[config.mk]
export PLATFORM = sky130hd
export DESIGN_NAME = rcwdg_top
export DESIGN_NICKNAME = d
export VERILOG_FILES = /design/src/pkg/rcwdg_pkg.sv /design/src/hdl/rcwdg_top.sv /design/src/hdl/rcwdg_sync.sv
export SDC_FILE = /design/constraint.sdc
export NUM_CORES = 1
export LEC_CHECK = 0
export BUFFER_PORTS_ARGS = -buffer_cell sky130_fd_sc_hd__buf_2
export CAP_MARGIN = 20
export CORE_ASPECT_RATIO = 1.4
export CORE_MARGIN = 8
export CORE_UTILIZATION = 51
export DETAILED_ROUTE_END_ITERATION = 6
export GPL_ROUTABILITY_DRIVEN = 0
export PLACE_DENSITY_LB_ADDON = 0.08
export SLEW_MARGIN = 20
export SYNTH_ARGS = -nofsm -noshare
export SYNTH_HDL_FRONTEND = slang
export SYNTH_SLANG_ARGS = --single-unit
[constraint.sdc]
create_clock -name pclk -period 2.5 [get_ports pclk]
set_input_delay 0.125 -clock pclk [delete_from_list [all_inputs] [get_ports pclk]]
set_output_delay 0.125 -clock pclk [all_outputs]
set_load 0.05 [all_outputs]
[src/pkg/rcwdg_pkg.sv]
// Shared constants and types of the runaway code watchdog
package rcwdg_pkg;

////////////////////////////////////////////////////////////////////////////////
// Bus and register map

localparam int unsigned ADDR_W = 18;
localparam logic [15:0] CLEAR_INDEX = 16'hffff;
localparam logic [17:0] CLEAR_ADDR = {CLEAR_INDEX, 2'b00};
localparam logic [17:0] CFG_ADDR = 18'h0_0000;
localparam logic [17:0] STAT_ADDR = 18'h0_0004;
localparam logic [17:0] MASK_ADDR = 18'h0_0008;
localparam logic [17:0] COUNT_ADDR = 18'h0_000c;

////////////////////////////////////////////////////////////////////////////////
// Field layout

localparam int unsigned CFG_DISABLE_BIT = 0;
localparam int unsigned CFG_LONG_BIT = 1;
localparam int unsigned CFG_STOP_EN_BIT = 2;
localparam logic [2:0] CFG_RESET = 3'h0;
localparam int unsigned EVT_W = 3;
localparam int unsigned EVT_TIMEOUT = 0;
localparam int unsigned EVT_STOP_CLR = 1;
localparam int unsigned EVT_POR_CLR = 2;
localparam logic [2:0] MASK_RESET = 3'h0;

////////////////////////////////////////////////////////////////////////////////
// Counter widths and timing

localparam int unsigned PRE_W = 12;
localparam int unsigned CNT_W = 6;
localparam int unsigned TOT_W = PRE_W + CNT_W;
localparam int unsigned CLR_LO = 3;
localparam int unsigned CLK_HZ = 40_000_000;
localparam int unsigned XTAL_HZ = 5_000_000;
localparam int unsigned XTAL_DIV = CLK_HZ / XTAL_HZ;
localparam logic [17:0] LIMIT_SHORT = 18'h0_1ff0;
localparam logic [17:0] LIMIT_LONG = 18'h3_fff0;
localparam logic [12:0] POR_TICKS = 13'h1000;
localparam logic [5:0] PIN_LOW_TICKS = 6'h20;
localparam logic [15:0] VEC_HI_ADDR = 16'hfffe;
localparam logic [15:0] VEC_LO_ADDR = 16'hffff;

////////////////////////////////////////////////////////////////////////////////
// Carriers

typedef struct packed {
   logic stop_en;
   logic long_sel;
   logic disable_bit;
} rcwdg_cfg_t;

typedef struct packed {
   logic monitor;
   logic brk;
   logic hv_irq;
   logic hv_rst;
} rcwdg_mode_t;

typedef enum logic [1:0] {
   RCWDG_IDLE = 2'b00,
   RCWDG_SETUP = 2'b01,
   RCWDG_DONE = 2'b11
} rcwdg_bus_t;

endpackage : rcwdg_pkg

[src/hdl/rcwdg_top.sv]
// Runaway code watchdog with APB register access
//
// Design decision made here: the APB register port.
`timescale 1ns/100ps

// How it works
// - 6-bit counter fed by 12-bit prescaler
// - Overflow at limit issues reset, two limits
// - Any write to clear address restarts
// - Clear address reads reset vector low byte
// - Timeout drives reset pin 32 ticks, flags
// - Stop instruction clears prescaler
// - Prescaler cleared 4096 ticks after power-up
// - Internal reset clears prescaler and counter
// - Reset vector fetch clears prescaler
// - Disable and long select follow config
// - Monitor mode plus test voltage disables
// - Break plus test voltage on reset disables
// - No interrupt to the CPU, reset only
// - Keeps counting in wait mode
// - Stop gates crystal ticks, clears prescaler
// - Stop honoured only when stop enable set
// - Crystal ticks derived at crystal rate
// - Enable output returns when voltage removed
module rcwdg_top #(
   parameter logic [17:0] LIMIT_SHORT = rcwdg_pkg::LIMIT_SHORT,
   parameter logic [17:0] LIMIT_LONG = rcwdg_pkg::LIMIT_LONG,
   parameter logic [12:0] POR_TICKS = rcwdg_pkg::POR_TICKS
) (
   // APB clock and reset
   input wire logic pclk,
   input wire logic presetn,
   // APB slave
   input wire logic psel,
   input wire logic penable,
   input wire logic pwrite,
   input wire logic [17:0] paddr,
   input wire logic [31:0] pwdata,
   output logic [31:0] prdata,
   output logic pready,
   output logic pslverr,
   // CPU side status, same clock
   input wire logic internal_reset,
   input wire logic stop_exec,
   input wire logic wait_mode,
   input wire logic [15:0] cpu_addr,
   input wire logic vec_fetch,
   input wire logic [7:0] reset_vector_lo,
   input wire logic monitor_mode,
   input wire logic break_state,
   // Test voltage detectors, asynchronous
   input wire logic hv_irq_pin,
   input wire logic hv_rst_pin,
   // Reset pin, open drain
   output logic rst_pin_o,
   output logic rst_pin_oe,
   // System outputs
   output logic wdg_reset,
   output logic wdg_enable,
   output logic stop_active,
   output logic irq
);

////////////////////////////////////////////////////////////////////////////////
// Decode helpers

function automatic logic is_vec_addr(input logic [15:0] a);
   is_vec_addr = (a == rcwdg_pkg::VEC_HI_ADDR) ||
                 (a == rcwdg_pkg::VEC_LO_ADDR);
endfunction : is_vec_addr

function automatic logic is_reg(input logic [17:0] a, input logic [17:0] r);
   is_reg = (a == r);
endfunction : is_reg

////////////////////////////////////////////////////////////////////////////////
// Declarations

logic [1:0] hv_sync;
rcwdg_pkg::rcwdg_mode_t mode;
rcwdg_pkg::rcwdg_cfg_t cfg_q;
logic [2:0] mask_q;
logic [2:0] stat_q;
logic [2:0] stat_d;
logic [2:0] evt;
rcwdg_pkg::rcwdg_bus_t bus_q;
logic [3:0] div_q;
logic xtal_tick;
logic [11:0] pre_q;
logic [5:0] cnt_q;
logic [17:0] total;
logic [17:0] limit;
logic [12:0] por_q;
logic por_clr;
logic [5:0] pin_q;
logic wdg_off;
logic stop_req;
logic stop_q;
logic stop_entry;
logic vec_clr;
logic expire;
logic access;
logic wr_acc;
logic rd_acc;
logic hit_cfg;
logic hit_stat;
logic hit_mask;
logic hit_count;
logic hit_clear;
logic hit_any;
logic clear_wr;
logic pre_clr;
logic [31:0] rd_mux;

////////////////////////////////////////////////////////////////////////////////
// Pin inputs

rcwdg_sync #(
   .WIDTH(2)
) u_sync (
   .pclk(pclk),
   .presetn(presetn),
   .async_i({hv_irq_pin, hv_rst_pin}),
   .sync_o(hv_sync)
);

assign mode = '{monitor: monitor_mode, brk: break_state,
                hv_irq: hv_sync[1], hv_rst: hv_sync[0]};

// Monitor mode with test voltage, break with voltage on reset pin
assign wdg_off = cfg_q.disable_bit
   | (mode.monitor & (mode.hv_irq | mode.hv_rst))
   | (mode.brk & mode.hv_rst);

////////////////////////////////////////////////////////////////////////////////
// Crystal tick and gating

// Ticks stand in for the crystal clock; one pclk domain only
assign xtal_tick = (div_q == 4'(rcwdg_pkg::XTAL_DIV - 1))
   & !stop_q;

always_ff @(posedge pclk or negedge presetn)
begin
   if (!presetn)
      div_q <= 4'h0;
   else if (xtal_tick || div_q == 4'(rcwdg_pkg::XTAL_DIV - 1))
      div_q <= 4'h0;
   else
      div_q <= div_q + 4'h1;
end

// Stop instruction ignored unless enabled
assign stop_req = stop_exec & cfg_q.stop_en;
assign stop_entry = stop_req & !stop_q;

always_ff @(posedge pclk or negedge presetn)
begin
   if (!presetn)
      stop_q <= 1'b0;
   else
      stop_q <= stop_req;
end

////////////////////////////////////////////////////////////////////////////////
// Power-on delay

always_ff @(posedge pclk or negedge presetn)
begin
   if (!presetn)
      por_q <= 13'h0000;
   else if (xtal_tick && por_q != POR_TICKS)
      por_q <= por_q + 13'h0001;
end

assign por_clr = xtal_tick && (por_q == POR_TICKS - 13'h0001);

////////////////////////////////////////////////////////////////////////////////
// Prescaler and counter

assign vec_clr = vec_fetch & is_vec_addr(cpu_addr);
assign pre_clr = stop_entry
   | por_clr | vec_clr | internal_reset;
assign total = {cnt_q, pre_q};
assign limit = cfg_q.long_sel ? LIMIT_LONG : LIMIT_SHORT;
// Wait mode is deliberately not a term here
assign expire = xtal_tick & !wdg_off
   & (total >= limit - 18'h0_0001);

always_ff @(posedge pclk or negedge presetn)
begin
   if (!presetn)
   begin
      pre_q <= 12'h000;
      cnt_q <= 6'h00;
   end
   else if (wdg_off || internal_reset || expire)
   begin
      pre_q <= 12'h000;
      cnt_q <= 6'h00;
   end
   else if (clear_wr)
   begin
      pre_q[11:rcwdg_pkg::CLR_LO] <= 9'h000;
      cnt_q <= 6'h00;
   end
   else if (pre_clr)
      pre_q <= 12'h000;
   else if (xtal_tick)
   begin
      pre_q <= pre_q + 12'h001;
      if (pre_q == 12'hfff)
         cnt_q <= cnt_q + 6'h01;
   end
end

////////////////////////////////////////////////////////////////////////////////
// Reset pulse and pin

// Pin is open drain; only the enable moves
always_ff @(posedge pclk or negedge presetn)
begin
   if (!presetn)
   begin
      pin_q <= 6'h00;
      rst_pin_oe <= 1'b0;
      rst_pin_o <= 1'b0;
      wdg_reset <= 1'b0;
   end
   else
   begin
      wdg_reset <= expire;
      rst_pin_o <= 1'b0;
      if (expire)
      begin
         pin_q <= rcwdg_pkg::PIN_LOW_TICKS;
         rst_pin_oe <= 1'b1;
      end
      else if (xtal_tick && pin_q != 6'h00)
      begin
         pin_q <= pin_q - 6'h01;
         rst_pin_oe <= (pin_q != 6'h01);
      end
   end
end

always_ff @(posedge pclk or negedge presetn)
begin
   if (!presetn)
   begin
      wdg_enable <= 1'b0;
      stop_active <= 1'b0;
   end
   else
   begin
      wdg_enable <= !wdg_off;
      stop_active <= stop_q;
   end
end

////////////////////////////////////////////////////////////////////////////////
// APB decode

assign access = psel & penable & (bus_q == rcwdg_pkg::RCWDG_SETUP);
assign wr_acc = access & pwrite;
assign rd_acc = access & !pwrite;
assign hit_cfg = is_reg(paddr, rcwdg_pkg::CFG_ADDR);
assign hit_stat = is_reg(paddr, rcwdg_pkg::STAT_ADDR);
assign hit_mask = is_reg(paddr, rcwdg_pkg::MASK_ADDR);
assign hit_count = is_reg(paddr, rcwdg_pkg::COUNT_ADDR);
assign hit_clear = is_reg(paddr, rcwdg_pkg::CLEAR_ADDR);
assign hit_any = hit_cfg | hit_stat | hit_mask | hit_count | hit_clear;
assign clear_wr = wr_acc & hit_clear;

// Clear location never shows watchdog state
assign rd_mux = hit_clear ? {24'h00_0000, reset_vector_lo}
   : hit_cfg ? {29'h0000_0000, cfg_q}
   : hit_stat ? {29'h0000_0000, stat_q}
   : hit_mask ? {29'h0000_0000, mask_q}
   : hit_count ? {14'h0000, total}
   : 32'h0000_0000;

// One wait state: answer lands on the second access cycle
always_ff @(posedge pclk or negedge presetn)
begin
   if (!presetn)
      bus_q <= rcwdg_pkg::RCWDG_IDLE;
   else
      unique case (bus_q)
         rcwdg_pkg::RCWDG_IDLE:
            bus_q <= (psel && !penable) ? rcwdg_pkg::RCWDG_SETUP
                                        : rcwdg_pkg::RCWDG_IDLE;
         rcwdg_pkg::RCWDG_SETUP:
            bus_q <= access ? rcwdg_pkg::RCWDG_DONE
                            : rcwdg_pkg::RCWDG_SETUP;
         rcwdg_pkg::RCWDG_DONE:
            bus_q <= rcwdg_pkg::RCWDG_IDLE;
         default:
            bus_q <= rcwdg_pkg::RCWDG_IDLE;
      endcase
end

always_ff @(posedge pclk or negedge presetn)
begin
   if (!presetn)
   begin
      pready <= 1'b0;
      pslverr <= 1'b0;
      prdata <= 32'h0000_0000;
   end
   else
   begin
      pready <= access;
      pslverr <= access & !hit_any;
      prdata <= rd_acc ? rd_mux : 32'h0000_0000;
   end
end

////////////////////////////////////////////////////////////////////////////////
// Registers and events

always_ff @(posedge pclk or negedge presetn)
begin
   if (!presetn)
   begin
      cfg_q <= rcwdg_pkg::CFG_RESET;
      mask_q <= rcwdg_pkg::MASK_RESET;
   end
   else
   begin
      if (wr_acc && hit_cfg)
         cfg_q <= pwdata[2:0];
      if (wr_acc && hit_mask)
         mask_q <= pwdata[2:0];
   end
end

assign evt[rcwdg_pkg::EVT_TIMEOUT] = expire;
assign evt[rcwdg_pkg::EVT_STOP_CLR] = stop_entry;
assign evt[rcwdg_pkg::EVT_POR_CLR] = por_clr;

// New events win over a same-cycle clear
assign stat_d = (stat_q & ~((wr_acc && hit_stat) ? pwdata[2:0] : 3'h0))
   | evt;

always_ff @(posedge pclk or negedge presetn)
begin
   if (!presetn)
   begin
      stat_q <= 3'h0;
      irq <= 1'b0;
   end
   else
   begin
      stat_q <= stat_d;
      // Status line for system logic, not a CPU request
      irq <= |(stat_d & mask_q);
   end
end

endmodule : rcwdg_top

[src/hdl/rcwdg_sync.sv]
// Three stage input synchroniser with agreement filter
`timescale 1ns/100ps
module rcwdg_sync #(
   parameter int unsigned WIDTH = 2
) (
   // Clock and reset
   input wire logic pclk,
   input wire logic presetn,
   // Data
   input wire logic [WIDTH-1:0] async_i,
   output logic [WIDTH-1:0] sync_o
);

////////////////////////////////////////////////////////////////////////////////

logic [WIDTH-1:0] s1_q;
logic [WIDTH-1:0] s2_q;
logic [WIDTH-1:0] s3_q;

genvar gi;
generate
   for (gi = 0; gi < WIDTH; gi++)
   begin : g_bit
      always_ff @(posedge pclk or negedge presetn)
      begin
         if (!presetn)
         begin
            s1_q[gi] <= 1'b0;
            s2_q[gi] <= 1'b0;
            s3_q[gi] <= 1'b0;
            sync_o[gi] <= 1'b0;
         end
         else
         begin
            s1_q[gi] <= async_i[gi];
            s2_q[gi] <= s1_q[gi];
            s3_q[gi] <= s2_q[gi];
            // Only accept once two late stages agree
            if (s2_q[gi] == s3_q[gi])
               sync_o[gi] <= s3_q[gi];
         end
      end
   end
endgenerate

endmodule : rcwdg_sync

Word level (Yosys, flattened, before mapping) --
Index checks and enable logic that the tools add are counted.
Operators by class: bitwise logic cells 28, magnitude comparators 1, equality and inequality tests 16, $add $sub $neg 6, reductions and logical operators 27, muxes and demuxes 26
Operator list (number):
- two-way mux 18 bit | 7
- two-way mux 6 bit | 7
- equality test 18 x 4 -> 1 bit (second input constant) | 2
- two-way mux 12 bit | 3
- equality test 16 bit (second input constant) | 2
- equality test 18 bit (second input constant) | 1
- equality test 18 x 3 -> 1 bit (second input constant) | 1
- greater-or-equal comparator 18 bit | 1
- zero test 18 bit | 1
- subtractor 18 x 1 -> 18 bit (second input constant) | 1
- bitwise AND 1 bit | 14
- adder 13 x 1 -> 13 bit (second input constant) | 1
- equality test 13 x 12 -> 1 bit (second input constant) | 1
- inequality test 13 bit (second input constant) | 1
- adder 12 x 1 -> 12 bit (second input constant) | 1
- equality test 12 bit (second input constant) | 1
- OR 1 bit | 10
- two-way mux 9 bit | 1
- nonzero test 3 bit | 3
- logical AND 1 bit | 7
- adder 6 x 1 -> 6 bit (second input constant) | 1
- bitwise AND 3 bit | 2
- two-way mux 3 bit | 2
- inequality test 6 x 1 -> 1 bit (second input constant) | 1
- other kinds (22) | 32
Word-level totals: word-level logic and storage cells 133, output and inout bits 40, input bits 87, bits in registers 86

Depth between registers and ports, before layout --
depth in word-level cells 10, gate-level depth with buffers 8, mapped depth without buffers 8

Hierarchy --
A second synthesis with hierarchy kept.
Second synthesis, totals: cells, all modules 390, area, all modules 4100.2 µm²
By module, submodules not included:
- rcwdg_top | times used 1, area an instance 3877.5 µm², sequential area each 1926.8 µm², cells each 380
- rcwdg_sync | times used 1, area an instance 222.7 µm², sequential area each 200.2 µm², cells each 10

Worst setup path after synthesis --
No wires, ideal clock.
path kind register to register, start point register cfg_q[1] (netlist bit), end point register irq, data required time 2374 ps, library setup time 126 ps, buffers on the path 0, path slack 364 ps, data arrival time 2010 ps, clock period less this slack 2136 ps, cell stages (with the launch flop) 9, path through dfrtp_1 inv_1 ha_1 a21oi_1 o22ai_1 a211oi_1 nor3_2 a21o_1 a221o_1
Between the ends: word-level cells in the longest chain between the ends 7
RTL lines:
- from (decl) | RTL line rcwdg_top.sv:81 | rcwdg_pkg::rcwdg_cfg_t cfg_q;
- from (signal assigned) | RTL line rcwdg_top.sv:325 | cfg_q <= rcwdg_pkg::CFG_RESET;
- from (signal assigned) | RTL line rcwdg_top.sv:331 | cfg_q <= pwdata[2:0];
- two-way mux 18 bit | RTL line rcwdg_top.sv:184 | assign limit = cfg_q.long_sel ? LIMIT_LONG : LIMIT_SHORT;
- subtractor 18 x 1 -> 18 bit | RTL line rcwdg_top.sv:187 | & (total >= limit - 18'h0_0001);
- greater-or-equal comparator 18 bit | RTL line rcwdg_top.sv:187
- bitwise AND 1 bit | RTL line rcwdg_top.sv:187
- named net expire | RTL line rcwdg_top.sv:101 | logic expire;
- OR 3 bit | RTL line rcwdg_top.sv:343 | | evt;
- named net stat_d[0] | RTL line rcwdg_top.sv:84 | logic [2:0] stat_d;
- bitwise AND 3 bit | RTL line rcwdg_top.sv:356 | irq <= |(stat_d & mask_q);
- OR reduction 3 bit | RTL line rcwdg_top.sv:356
- to (signal assigned) | RTL line rcwdg_top.sv:356
- to (decl) | RTL line rcwdg_top.sv:61 | output logic irq
The timed path passes the listed nets, and every way through them passes these cells. A chain may end at the register's enable or synchronous reset.

Worst setup path after layout --
Same ends and word-level chain as after synthesis.

==> impl_metrics.tcl <==
set metrics [dict create \
    hold_violations 0 \
    cp_slowest_stage_delay_ns 0.40 \
    area_delta_synth_final_pct 21.6 \
    clock_sinks 85 \
    yosysTopAreaCellShare_pct 51.4 \
    outcome "finished, final reports clean" \
    rsz0062_at_grt "false" \
    grt_usage_pct 17.7 \
    insertion_delay_ns 0.33 \
    wl_met1_um 4000 \
    setup_ws_ns 0.225 \
    ios 127 \
    final_core_util_pct 62.9 \
    wl_met3_um 424 \
    arrival_ns 2.49 \
    final_area_um2 5040 \
    drv_slew 0 \
    crit_type "reg2reg" \
    power_mw 2.93 \
    ys_seq_area_share_pct 51.4 \
    finalHoldWorstSlack_ns 0.0285 \
    io_buffers 80 \
    cts_tree "done" \
    grt_max_degree 58 \
    synth-warning-count 0 \
    initial_core_util_pct 51.8 \
    setup_tns_ns 0 \
    max_slew_margin_pct 51.7 \
    synth.cell_area_um2 4140 \
    wl_per_cell_um 16.3 \
    fin_cells 593 \
    reg2regPathDepth 9 \
    place_inst 574 \
    clock.fmax_ghz 0.439 \
    layout.nets 585 \
    clk_transition_reported_paths_ns 0.06 \
    synthFlopType "dfrtp_1" \
    antenna_found_initial 0 \
    synth-edff-count 0 \
    timing.final.crit_share_pct 91.0 \
    fill_cells 706 \
    final_common_cell "dfrtp_1" \
    grt_first_pass_wirelength_um 15900 \
    async_flop_share_pct 100 \
    syn_inst 384 \
    clockRootBuffer "clkbuf_16" \
    skew_ns 0.00557 \
    route.detailed.drc 0 \
    crit_path_end_kind "flop" \
    seq_area_um2 2130 \
    hp-class "in2reg" \
    drive_above_1_share_pct 26.7 \
    ys_types 60 \
    met2_length_um 5100 \
    critPathLaunchType "flop" \
    path_depth 9 \
    synth_area_per_cell_um2 10.8 \
    critPathTopFamily "compound AO/OA/AOI/OAI gates" \
    ys_seq_elements 85 \
    cp_cell_sequence "inv_1 -> ha_1 -> a21oi_1 -> o22ai_1 -> a211oi_1 -> buf_4 -> nor3_2 -> a21o_1 -> a221o_1" \
    dr.pass1.iters 4 \
    hold_start "stop_exec" \
    power_density_nw_per_um2 581 \
    maxCapViolCount 0 \
    setup_violations 0 \
    first_global_vias 3292 \
    viasPerCell 5.37 \
    cts_buffer_depth 2 \
    final_cell_mix "dfrtp_1 (85), buf_2 (79), nor2_1 (37)" \
    crit_fanout 6 \
    dp_hpwl_um 7300 \
    num_vias 3184 \
    top_layer "met4" \
    cp.required_ns 2.71 \
    multiInputGateArea_um2 1880 \
    final_antenna_net_count 0 \
    synth_top_area_cell "dfrtp_1" \
    critPathBufInv 2 \
    cts_buffers 9 \
    first_iter_violations 128 \
    num_antenna_cells 0 \
    routed_wl_um 9680 \
    synthTopCellsByArea "dfrtp_1 (51%), ha_1 (3.6%), xnor2_1 (3.4%)" \
    crit_path_start "cfg_q[1]$_DFFE_PN0P_" \
    grt.overflow.total 0 \
    core_area_um2 8000 \
    die_w_um 92.2 \
    reg2reg_from "cfg_q[1]$_DFFE_PN0P_" \
    die_height_um 123 \
    worst_hold_path.num_cells 2 \
    ir_worst_vdd_v 0.000407 \
    htree_num_levels 3 \
    rows 39 \
    pre_cts_slack_ns 0.208 \
    p_leak_nw 2.40 \
    worstMarginPinSlew_ns 0.725 \
    fin_crit_ns 2.28 \
    place_area_um2 4710 \
    dieArea_um2 11300 \
    cpMaxStageDelayCell "dfrtp_1" \
]
[report_power, final]
part / leakage (nW) / switching (mW) / total (mW) / internal (mW)
logic: 1.14 / 0.155 / 0.218 / 0.0635
registers: 1.12 / 0.00802 / 1.40 / 1.39
clock network: 0.143 / 0.510 / 1.31 / 0.798
[area by class of cell]
| cell class | count | share of cell area (%) |
|---|---|---|
| sequential | 85 | 42.2 |
| multi-input combinational | 279 | 37.3 |
| timing repair buffer | 98 | 11.1 |
| clock buffer | 12 | 4.89 |
| tap | 102 | 2.53 |
| inverter | 13 | 0.969 |
| clock inverter | 4 | 0.944 |
[synthesized netlist by cell type (all sizes together), types with 12 or more instances]
master and instances:
and2 12, dfrtp 85, inv 13, ha 12, nor3 16, nor4 14
nand2 18, nand3 15, nor2 37, nand4 16, buf 18, xnor2 16
[state kept, by name, indices dropped and copies added (netlist names)]
name / cells
por_q: 13
stop_q: 1
pre_q: 12
pslverr: 1
cnt_q: 6
prdata: 18
stat_q: 3
pin_q: 6
u_sync.s2_q: 2
rst_pin_oe: 1
wdg_enable: 1
stop_active: 1
u_sync.s1_q: 2
irq: 1
u_sync.s3_q: 2
bus_q: 2
wdg_reset: 1
cfg_q: 3
div_q: 4
mask_q: 3
u_sync.sync_o: 2
[layer usage]
layer / GRT usage (%) / up-vias
li1: - / 1558
met1: 20.4 / 1549
met2: 31.1 / 65
met3: 3.92 / 12
met4: 6.98 / 0
met5: 0 / -
[kinds of logic (layout without fill, tap and decap cells)]
group	after synthesis	after routing	share of synthesized area (%)
XOR/XNOR	27	27	5.71
other	1	15	0.0905
buffers and inverters	34	127	4.50
adder cells (fa/ha/maj)	14	14	4.11
flip-flops	85	85	51.4
AND/OR/NAND/NOR	162	162	23.0
AO/OA/AOI/OAI	51	51	8.67
multiplexers	10	10	2.60
[worst paths after layout]
kind / endpoint / slack (ns)
worst max register to register: irq$_DFF_PN0_ / 0.22
worst min-delay path: stop_q$_DFF_PN0_ / 0.03
max in group asynchronous: pre_q[8]$_DFFE_PN0P_ / 1.49
min in group asynchronous: pin_q[2]$_DFFE_PN0P_ / 0.39
worst max-delay path: irq$_DFF_PN0_ / 0.22
worst min register to register: u_sync.s2_q[1]$_DFF_PN0_ / 0.35
[repair_timing]
item | 4_1_cts | 5_1_grt
hold endpoints to repair | 58 | 0
setup buffers | 0 | 0
hold buffers | 3 | 0
resized for setup | 0 | 0
Power figures use the tool's default switching activity.
